[src/hdl/dasf_pkg.sv]
// package for the dual converter serial frame: resolutions, edge counts,
// timing constants shared by both ends of the link.
// assumes a 125 MHz system clock on both ends.
package dasf_pkg;
  localparam int unsigned CLK_PERIOD_NS = 8;
  // resolution variants
  typedef enum logic [1:0] {DASF_RES16, DASF_RES14, DASF_RES12} dasf_res_t;
  localparam logic [4:0] RESULT_WIDTH_MAX = 5'h10;
  // falling edge on which the msb is launched and sampling resumes
  localparam logic [5:0] MSB_EDGE = 6'h0F;
  // last edge a full transfer needs, per variant (edge that carries lsb + 1)
  localparam logic [5:0] FULL_EDGES_16 = 6'h1F;
  localparam logic [5:0] FULL_EDGES_14 = 6'h1D;
  localparam logic [5:0] FULL_EDGES_12 = 6'h1B;
  // edge count saturates here so long frames never wrap
  localparam logic [5:0] EDGE_COUNT_MAX = 6'h3F;
  // host serial clock half period, in ns, rounded up to system clocks
  localparam int unsigned SCLK_HALF_NS = 64;
  localparam int unsigned SCLK_HALF_CYCLES =
    (SCLK_HALF_NS + CLK_PERIOD_NS - 1) / CLK_PERIOD_NS;
  // select high time after a frame, covers the acquisition window
  localparam int unsigned SHORT_CYCLE_SELECT_HIGH_TIME_NS = 120;
  localparam int unsigned SHORT_CYCLE_SELECT_HIGH_CYCLES =
    (SHORT_CYCLE_SELECT_HIGH_TIME_NS + CLK_PERIOD_NS - 1) / CLK_PERIOD_NS;
  localparam logic [7:0] SEL_HIGH_CYCLES_W =
    8'(SHORT_CYCLE_SELECT_HIGH_CYCLES);
  localparam logic [7:0] SCLK_HALF_CYCLES_W = 8'(SCLK_HALF_CYCLES);
endpackage

[src/hdl/dasf_link_if.sv]
// interface joining the converter end and the host end of the serial link.
// assumes the bench resolves the two data lines from data and enable.
`timescale 1ns/100ps
interface dasf_link_if;
  logic select_n;
  logic sclk;
  logic first_channel_serial_out;
  logic second_channel_serial_out;
  logic first_oe;
  logic second_oe;
  modport converter (
    input select_n, sclk,
    output first_channel_serial_out, second_channel_serial_out,
    output first_oe, second_oe
  );
  modport host (
    output select_n, sclk,
    input first_channel_serial_out, second_channel_serial_out,
    input first_oe, second_oe
  );
endinterface

[src/hdl/dasf_sync.sv]
// two flip-flop synchroniser with falling and rising edge pulses.
// assumes the input is asynchronous to clk_in.
`timescale 1ns/100ps
module dasf_sync
  import dasf_pkg::*;
#(
  parameter logic RESET_VALUE = 1'b1
) (
  input wire logic clk_in,
  input wire logic rst_in,
  input wire logic async_in,
  output logic level_out,
  output logic fall_out,
  output logic rise_out
);
  logic meta_ff;
  logic sync_ff;
  logic last_ff;
  always_ff @(posedge clk_in or posedge rst_in)
  begin
    if (rst_in)
    begin
      meta_ff <= RESET_VALUE;
      sync_ff <= RESET_VALUE;
      last_ff <= RESET_VALUE;
    end
    else
    begin
      meta_ff <= async_in;
      sync_ff <= meta_ff;
      last_ff <= sync_ff;
    end
  end
  assign level_out = sync_ff;
  assign fall_out = last_ff & ~sync_ff;
  assign rise_out = ~last_ff & sync_ff;
endmodule

[src/hdl/dasf_converter.sv]
// converter end: frame logic of the dual simultaneous-sampling converter.
// assumes results arrive on plain ports from the analog core model.
`timescale 1ns/100ps
module dasf_converter
  import dasf_pkg::*;
(
  input wire logic clk_in,
  input wire logic rst_in,
  dasf_link_if.converter link,
  input wire dasf_res_t resolution_in,
  input wire logic [15:0] first_result_in,
  input wire logic [15:0] second_result_in,
  output logic sampling_out,
  output logic converting_out,
  output logic abort_out
);
  typedef enum logic [1:0] {DASF_IDLE, DASF_CONVERT, DASF_SHIFT} dasf_state_t;
  dasf_state_t state_ff, nxt_state;
  logic sel_level, sel_fall, sel_rise;
  logic sclk_level, sclk_fall, sclk_rise;
  logic [5:0] edge_ff, nxt_edge;
  logic sr_clear, sr_load, sr_shift;
  logic [15:0] result_w [2];
  logic [15:0] sr_ff [2];
  logic sampling_ff, nxt_sampling;
  logic abort_ff, nxt_abort;
  logic oe_ff, nxt_oe;
  logic [5:0] edge_inc;
  logic [4:0] res_shift;

  dasf_sync #(.RESET_VALUE(1'b1)) u_sel_sync (
    .clk_in(clk_in), .rst_in(rst_in), .async_in(link.select_n),
    .level_out(sel_level), .fall_out(sel_fall), .rise_out(sel_rise)
  );
  // reset to the idle level of sclk so no false edge follows reset
  dasf_sync #(.RESET_VALUE(1'b1)) u_sclk_sync (
    .clk_in(clk_in), .rst_in(rst_in), .async_in(link.sclk),
    .level_out(sclk_level), .fall_out(sclk_fall), .rise_out(sclk_rise)
  );

  // narrower variants hold their result in the low bits; left-align so the
  // msb always leaves from bit 15 and zeros follow the lsb
  assign res_shift = (resolution_in == DASF_RES14) ? 5'h02 :
                     (resolution_in == DASF_RES12) ? 5'h04 : 5'h00;
  assign result_w[0] = first_result_in;
  assign result_w[1] = second_result_in;
  assign edge_inc = (edge_ff == EDGE_COUNT_MAX) ? edge_ff : edge_ff + 6'h01;

  always_comb
  begin
    nxt_state = state_ff;
    nxt_edge = edge_ff;
    sr_clear = 1'b0;
    sr_load = 1'b0;
    sr_shift = 1'b0;
    nxt_sampling = sampling_ff;
    nxt_abort = 1'b0;
    nxt_oe = oe_ff;
    case (state_ff)
      DASF_IDLE:
      begin
        if (sel_fall)
        begin
          nxt_state = DASF_CONVERT;
          nxt_edge = 6'h00;
          nxt_oe = 1'b1;
          sr_clear = 1'b1;
          nxt_sampling = 1'b0;
        end
      end
      DASF_CONVERT:
      begin
        if (sel_rise)
        begin
          // conversion dropped, track the new input at once
          nxt_state = DASF_IDLE;
          nxt_oe = 1'b0;
          nxt_sampling = 1'b1;
          nxt_abort = 1'b1;
        end
        else if (sclk_fall)
        begin
          nxt_edge = edge_inc;
          if (edge_inc == MSB_EDGE)
          begin
            nxt_state = DASF_SHIFT;
            nxt_sampling = 1'b1;
            sr_load = 1'b1;
          end
        end
      end
      DASF_SHIFT:
      begin
        if (sel_rise)
        begin
          // bits already out stay valid; nothing is recomputed
          nxt_state = DASF_IDLE;
          nxt_oe = 1'b0;
        end
        else if (sclk_fall)
        begin
          nxt_edge = edge_inc;
          sr_shift = 1'b1;
        end
      end
      default:
      begin
        nxt_state = DASF_IDLE;
        nxt_oe = 1'b0;
      end
    endcase
  end

  always_ff @(posedge clk_in or posedge rst_in)
  begin
    if (rst_in)
    begin
      state_ff <= DASF_IDLE;
      edge_ff <= 6'h00;
    end
    else
    begin
      state_ff <= nxt_state;
      edge_ff <= nxt_edge;
    end
  end

  // tracking after reset, so the first frame converts a settled sample
  always_ff @(posedge clk_in or posedge rst_in)
  begin
    if (rst_in)
    begin
      sampling_ff <= 1'b1;
      abort_ff <= 1'b0;
      oe_ff <= 1'b0;
    end
    else
    begin
      sampling_ff <= nxt_sampling;
      abort_ff <= nxt_abort;
      oe_ff <= nxt_oe;
    end
  end

  // both channels move on the same strobes, so the two lines can never
  // drift apart by a bit; a load outranks a shift in the same cycle
  genvar ch;
  generate
    for (ch = 0; ch < 2; ch = ch + 1)
    begin : g_chan
      logic [15:0] aligned_w;
      logic [15:0] nxt_sr;
      assign aligned_w = result_w[ch] << res_shift;
      assign nxt_sr = sr_load ? aligned_w :
                      sr_shift ? {sr_ff[ch][14:0], 1'b0} :
                      sr_clear ? 16'h0000 : sr_ff[ch];
      always_ff @(posedge clk_in or posedge rst_in)
      begin
        if (rst_in)
          sr_ff[ch] <= 16'h0000;
        else
          sr_ff[ch] <= nxt_sr;
      end
    end
  endgenerate

  // registered data: msb of the shift register, zero while converting
  assign link.first_channel_serial_out = sr_ff[0][15];
  assign link.second_channel_serial_out = sr_ff[1][15];
  assign link.first_oe = oe_ff;
  assign link.second_oe = oe_ff;
  assign sampling_out = sampling_ff;
  assign converting_out = (state_ff == DASF_CONVERT);
  assign abort_out = abort_ff;
endmodule

[src/flat_wrapper.sv]
// flat-port wrapper written by rule: the top's interface ports become plain ports
module dasf_converter_flat import dasf_pkg::*;
  (clk_in, rst_in, resolution_in, first_result_in, second_result_in, sampling_out, converting_out, abort_out, link_select_n, link_sclk, link_first_channel_serial_out, link_second_channel_serial_out, link_first_oe, link_second_oe);
  dasf_link_if link_i ();
  input wire logic clk_in;
  input wire logic rst_in;
  input wire dasf_res_t resolution_in;
  input wire logic [15:0] first_result_in;
  input wire logic [15:0] second_result_in;
  output logic sampling_out;
  output logic converting_out;
  output logic abort_out;
  input wire logic [$bits(link_i.select_n)-1:0] link_select_n;
  input wire logic [$bits(link_i.sclk)-1:0] link_sclk;
  output wire logic [$bits(link_i.first_channel_serial_out)-1:0] link_first_channel_serial_out;
  output wire logic [$bits(link_i.second_channel_serial_out)-1:0] link_second_channel_serial_out;
  output wire logic [$bits(link_i.first_oe)-1:0] link_first_oe;
  output wire logic [$bits(link_i.second_oe)-1:0] link_second_oe;
  assign link_i.select_n = link_select_n;
  assign link_i.sclk = link_sclk;
  assign link_first_channel_serial_out = link_i.first_channel_serial_out;
  assign link_second_channel_serial_out = link_i.second_channel_serial_out;
  assign link_first_oe = link_i.first_oe;
  assign link_second_oe = link_i.second_oe;
  dasf_converter u_core (.clk_in(clk_in), .rst_in(rst_in), .link(link_i), .resolution_in(resolution_in), .first_result_in(first_result_in), .second_result_in(second_result_in), .sampling_out(sampling_out), .converting_out(converting_out), .abort_out(abort_out));
endmodule
[config.mk]
export PLATFORM = sky130hd
export DESIGN_NAME = dasf_converter_flat
export DESIGN_NICKNAME = d
export VERILOG_FILES = /design/src/hdl/dasf_pkg.sv /design/src/hdl/dasf_link_if.sv /design/src/hdl/dasf_sync.sv /design/src/hdl/dasf_converter.sv /design/src/flat_wrapper.sv
export SDC_FILE = /design/constraint.sdc
export NUM_CORES = 1
export LEC_CHECK = 0
export BUFFER_PORTS_ARGS = -buffer_cell sky130_fd_sc_hd__buf_4
export CORE_MARGIN = 10
export CORE_UTILIZATION = 50
export DETAILED_ROUTE_END_ITERATION = 7
export GPL_ROUTABILITY_DRIVEN = 0
export GPL_TIMING_DRIVEN = 0
export PLACE_DENSITY_LB_ADDON = 0.1
export SETUP_SLACK_MARGIN = 0.3
export SYNTH_ARGS = -nofsm -noshare
export SYNTH_HDL_FRONTEND = slang
export SYNTH_SLANG_ARGS = --single-unit
[constraint.sdc]
create_clock -name clk_in -period 2.4 [get_ports clk_in]
set_input_delay 0.12 -clock clk_in [delete_from_list [all_inputs] [get_ports clk_in]]
set_output_delay 0.12 -clock clk_in [all_outputs]
set_load 0.02 [all_outputs]
# Word level (Yosys, flattened, before mapping)
# Index checks and enable logic that the tools add are counted.
[op_classes]
add_sub_neg = 1
n_mul = 0
div = 0
magnitude_cmp = 0
n_eq_ne = 13
shift = 2
muxes = 37
bitwise_logic = 6
n_reduce_logical = 9
[op_table]
columns = ["cell", "n"]
rows = [
  ["16-bit 2-to-1 mux", 5],
  ["16-bit by 5-bit left shift with 16-bit output", 2],
  ["6-bit 2-to-1 mux", 4],
  ["1-bit 2-to-1 mux", 17],
  ["6-bit one-hot mux with 2 select lines", 1],
  ["4-bit AND reduction", 3],
  ["2-bit 2-to-1 mux", 5],
  ["2-bit by 1-bit != test with 1-bit output, second input constant", 4],
  ["6-bit by 1-bit adder with 6-bit output, second input constant", 1],
  ["6-bit by 4-bit == test with 1-bit output, second input constant", 1],
  ["6-bit == test, second input constant", 1],
  ["3-bit by 1-bit != test with 1-bit output, second input constant", 2],
  ["2-bit one-hot mux with 3 select lines", 1],
  ["5-bit 2-to-1 mux", 1],
  ["2-bit by 1-bit == test with 1-bit output, second input constant", 2],
  ["2-bit == test, second input constant", 2],
  ["1-bit one-hot mux with 2 select lines", 2],
  ["2-bit nonzero test", 2],
  ["1-bit bitwise AND", 3],
  ["3-bit 2-to-1 mux", 1],
  ["1-bit inverter", 3],
  ["3-bit nonzero test", 1],
  ["2-bit logical NOT", 1],
  ["2-bit != test, second input constant", 1],
  ["2 further kinds", 2],
]
[word_totals]
ff_bits = 49
latchBits = 0
mem_bits_rw = 0
romBits = 0
out_inout_bits = 7
wordCells = 81
n_memories = 0

# Logic depth before layout (Yosys ltp)
[logic_depth]
depth_word = 8
mapped_depth = 9
ltp_nobuf = 6

# Hierarchy
# Synthesis repeated with hierarchy kept, for this count alone.
[hier_totals]
cells_unflattened = 327
area_unflattened_um2 = 3281.9
[by_module_without_submodules]
columns = ["mod", "instances", "cells_each", "area_per_inst_um2", "seq_area_each_um2"]
rows = [
  ["dasf_converter", 1, 315, 3086.7, 1077.3],
  ["dasf_sync", 2, 6, 97.6, 78.8],
]

# Worst setup path after synthesis
# OpenSTA, ideal clock, no wires.
[synth_path]
path_type = "reg-to-reg"
from = "reg u_core.u_sclk_sync.last_ff"
to = "reg u_core.sr_ff[10] (netlist name)"
setup_time_ns = 0.079
t_arrival_ns = 2.034
t_required_ns = 2.321
path_slack_ns = 0.287
stages_incl_launch_ff = 6
synth_period_minus_slack_ns = 2.113
cell_sequence = "dfstp_2 > or4b_4 > or4b_4 > nor2_8 > buf_8 > mux2i_1"
[synth_via]
elab_chain_len = 6
word_cells_on_any_way = 10
cone_classes = "8 x mux; 1 x bitwise; 1 x reduce/logical"
[synth_rtl]
columns = ["item", "line_no", "text"]
rows = [
  ["start, declared", "dasf_sync.sv:18", "logic last_ff;"],
  ["start signal, assigned", "dasf_sync.sv:31", "last_ff <= sync_ff;"],
  ["1-bit bitwise AND (*)", "dasf_sync.sv:35", "assign fall_out = last_ff & ~sync_ff;"],
  ["1-bit 2-to-1 mux", "dasf_converter.sv:100", "else if (sclk_fall)"],
  ["1-bit 2-to-1 mux", "dasf_converter.sv:94", "if (sel_rise)"],
  ["1-bit 2-to-1 mux", "dasf_converter.sv:59", "case (state_ff)"],
  ["16-bit 2-to-1 mux", "dasf_converter.sv:155", "sr_shift ? {sr_ff[ch][14:0], 1'b0} :"],
  ["16-bit 2-to-1 mux", "dasf_converter.sv:154", "assign nxt_sr = sr_load ? aligned_w :"],
  ["end signal, assigned by index", "dasf_converter.sv:162", "sr_ff[ch] <= nxt_sr;"],
  ["end, declared", "dasf_converter.sv:24", "logic [15:0] sr_ff [2];"],
]
# Every way passes the cells marked *; elsewhere a longest branch is shown, timed or not.
# A chain may end at the register's enable or synchronous reset.

# Final worst setup path
[layout_path]
from = "reg u_core.u_sclk_sync.last_ff"
to = "reg u_core.sr_ff[26] (netlist name)"
# The elaborated chain is that of the path after synthesis.

==> flow_metrics.tcl <==
set metrics [dict create \
    outcome "complete, no violations" \
    cts_tree "yes" \
    syn_to_final_growth_pct 19.1 \
    drcViolationCount 0 \
    antenna_found_initial 0 \
    register_area_um2 1230 \
    hold_path_class "input port to register" \
    cts_sinks 49 \
    clkPwrFrac_pct 21.1 \
    syn_avg_cell_area_um2 10.0 \
    num-fill-cells 587 \
    finalSetupTns_ns 0 \
    post-route-period-util_pct 90.9 \
    maxSlewHeadroom_pct 51.7 \
    drv_slew 0 \
    setup_viol 0 \
    root_buffer "clkbuf_8" \
    rows 30 \
    h-tree-depth 2 \
    cpLargestDelayFamily "simple AND/OR/NAND/NOR gates" \
    async_flop_share_pct 100 \
    syn_area_um2 3420 \
    reg2reg_slack_ns 0.22 \
    multi_input_area_um2 2050 \
    rsz0062_at_grt "yes" \
    grt_max_degree 38 \
    worstPathCellList "or4b_4 > or4b_4 > nor2_8 > buf_12 > mux2i_1" \
    dp_slack_ns 0.0734 \
    portBuffers 42 \
    route.vias.total 2923 \
    crit_required_ns 2.63 \
    synth_top_area_share_pct 30.7 \
    worstSetupPathType "register to register" \
    grtUsageTotal_pct 17.6 \
    dpl.cell_count 464 \
    max_cap_viol_count 0 \
    crit_slowest_cell "dfstp_2" \
    detail_route.wirelength_um 8760 \
    viasPerCell 6.10 \
    instances_no_fill 479 \
    p_leak_uw 0.00176 \
    synth-seq-cells 49 \
    detail_route.wl_per_cell_um 18.3 \
    grt_pass1_vias 2972 \
    path_buf_inv 1 \
    p_total_uw 2290 \
    synth.distinct_cells 54 \
    min_from "second_result_in[0]" \
    clock_skew_ns 0.00459 \
    switching_share_pct 35.2 \
    synth_ff_type "dfrtp_1" \
    powerDensity_nw_per_um2 563 \
    min_to "u_core.sr_ff[0]" \
    worst_ir_drop_vdd_mv 0.294 \
    yosysMostFrequentCell "mux2i_1" \
    ys_seq_area_share_pct 36.1 \
    clockBufferDepth 2 \
    r2r-start "u_core.u_sclk_sync.last_ff" \
    worstReg2RegEnd "u_core.sr_ff[26]" \
    first_iter_violations 178 \
    combPwrFrac_pct 36.5 \
    start_kind "register" \
    cts_made_buffers 5 \
    power_switching_uw 808 \
    rr_worst_depth 5 \
    power.internal_uw 1490 \
    dieArea_um2 10500 \
    ios 45 \
    overflow 0 \
    yosysWarnings 0 \
    max_stage_delay_ns 0.54 \
    min_period_ns 2.18 \
    synthTopCellsByArea "dfrtp_1 (31%), mux2i_1 (14%), mux2_2 (9.6%)" \
    syn-num-nets 383 \
    die_w_um 103 \
    endpoint_kind "register" \
    postPlaceCellArea_um2 3850 \
    cp_max_fo 10 \
    synthCells 341 \
    synth_area_leader_cell "dfrtp_1" \
    fmax_ghz 0.458 \
    arrival_ns 2.41 \
    holdPathStages 2 \
    timing.final.ws_setup_ns 0.218 \
    yosys-top-cells-count "mux2i_1 (48), dfrtp_1 (42), mux2_2 (29)" \
    cts.reportedPaths.clkPinSlew_ns 0.09 \
    start_util_pct 50.9 \
    hold_viol 0 \
    first_pass_iters 4 \
    drtAntennaViolNets 0 \
    grt_pass1_wl_um 14700 \
    die_h_um 103 \
    synth_edf_count 0 \
    antenna_cells 0 \
    fp.coreArea_um2 6720 \
    final_area_um2 4070 \
    path_common_cell "or4b_4" \
    tightest_slew_ns 0.724 \
    place_hpwl_um 6520 \
    layout.nets 440 \
    drive_gt1_share_pct 30.8 \
    power.share.sequential_pct 42.4 \
    clk_latency_ns 0.31 \
    cp.depth 5 \
]
stage by stage:
| stage | util (%) | hold slack, ns |
|---|---|---|
| final | 60.6 | 0.0911 |
| after global routing | 60.6 | 0.0807 |
| after CTS | 60.0 | 0.0842 |
| after detailed placement | 57.4 | 0.0976 |
| after global placement | 57.1 | 0.228 |
| after floorplan | - | 0.124 |
repair_timing:
item	in CTS	in global routing
hold endpoints to repair	10	0
setup buffers	4	0
pin swaps	1	1
endpoints found under the setup margin	38	38
gates resized for setup	10	18
hold buffers	3	0
routing by layer:
layer / vias to the layer above / share of wire [%] / GRT usage (%)
li1: 1430 / - / -
met1: 1427 / 47 / 24.0
met2: 59 / 47 / 27.8
met3: 7 / 4.3 / 3.49
met4: 0 / 0.97 / 4.01
met5: - / 0 / 0
layout make-up:
cell class | instances | share of cell area (%)
multi-input combinational | 256 | 50.3
sequential | 49 | 30.3
timing repair buffer | 50 | 9.71
buffer | 28 | 4.45
tap | 80 | 2.46
clock buffer | 6 | 1.78
inverter | 8 | 0.737
clock inverter | 2 | 0.246
power groups by stage:
stage / combinational [uW] / clock (uW) / sequential, uW
floorplan: 527 / 0 / 996
global placement: 767 / 0 / 981
detailed placement: 787 / 0 / 987
CTS: 812 / 500 / 971
global route: 937 / 532 / 985
finish: 838 / 484 / 972
how the worst max path moves through the flow:
stage | slack, ns | to | start
final | 0.22 | u_core.sr_ff[26] | u_core.u_sclk_sync.last_ff
after global routing | 0.12 | u_core.sr_ff[22] | u_core.u_sclk_sync.last_ff
after CTS | 0.19 | u_core.state_ff[0] | u_core.edge_ff[0]
after detailed placement | 0.07 | u_core.sr_ff[6] | u_core.state_ff[0]
after global placement | 0.1 | u_core.sr_ff[14] | u_core.state_ff[0]
after floorplan | 0.32 | u_core.sr_ff[10] | u_core.u_sclk_sync.last_ff
sequential cells by signal, indices dropped and copies added (netlist names):
name / cells
u_core.sr_ff: 30
u_core.u_sclk_sync.meta_ff: 1
u_core.u_sclk_sync.level_out: 1
u_core.abort_out: 1
u_core.link.first_oe: 1
u_core.sampling_out: 1
u_core.state_ff: 2
u_core.u_sel_sync.meta_ff: 1
u_core.u_sel_sync.level_out: 1
u_core.link.second_channel_serial_out: 1
u_core.u_sel_sync.last_ff: 1
u_core.u_sclk_sync.last_ff: 1
u_core.link.first_channel_serial_out: 1
u_core.edge_ff: 6
cell usage in the layout, fill, tap and decap left out, types with 2 or more instances in the layout:
master	synthesis	final
buf_4	2	48
mux2i_1	48	48
dfrtp_1	42	42
mux2_2	29	29
a32oi_1	24	24
a21oi_1	22	22
nand2_1	21	21
nor2_1	21	20
o21ai_0	17	17
clkbuf_1	17	10
nand3_1	10	10
inv_1	8	7
dfstp_2	7	7
clkbuf_2	0	5
clkbuf_8	0	5
a22o_1	4	4
a221o_1	4	4
nand2b_1	3	3
nand3b_1	3	3
buf_1	3	3
buf_2	2	3
buf_12	0	3
o2bb2a_1	3	3
nand4_1	3	3
ha_1	4	3
dlygate4sd3_1	0	3
nor2b_1	3	2
clkbuf_4	0	2
or4b_4	2	2
o22ai_1	2	2
o31ai_1	2	2
a32o_1	2	2
o211ai_1	2	2
a31oi_1	2	2
clkinv_2	0	2
logic make-up (layout without fill, tap and decap cells):
group / Yosys count / after routing / synth area share (%)
AO/OA/AOI/OAI: 99 / 99 / 21.1
XOR/XNOR: 2 / 2 / 0.513
adder cells (fa/ha/maj): 4 / 4 / 1.46
buffers and inverters: 36 / 94 / 5.45
flip-flops: 49 / 49 / 36.1
multiplexers: 77 / 77 / 23.6
AND/OR/NAND/NOR: 74 / 74 / 11.8
Power figures use the tool's default switching activity.
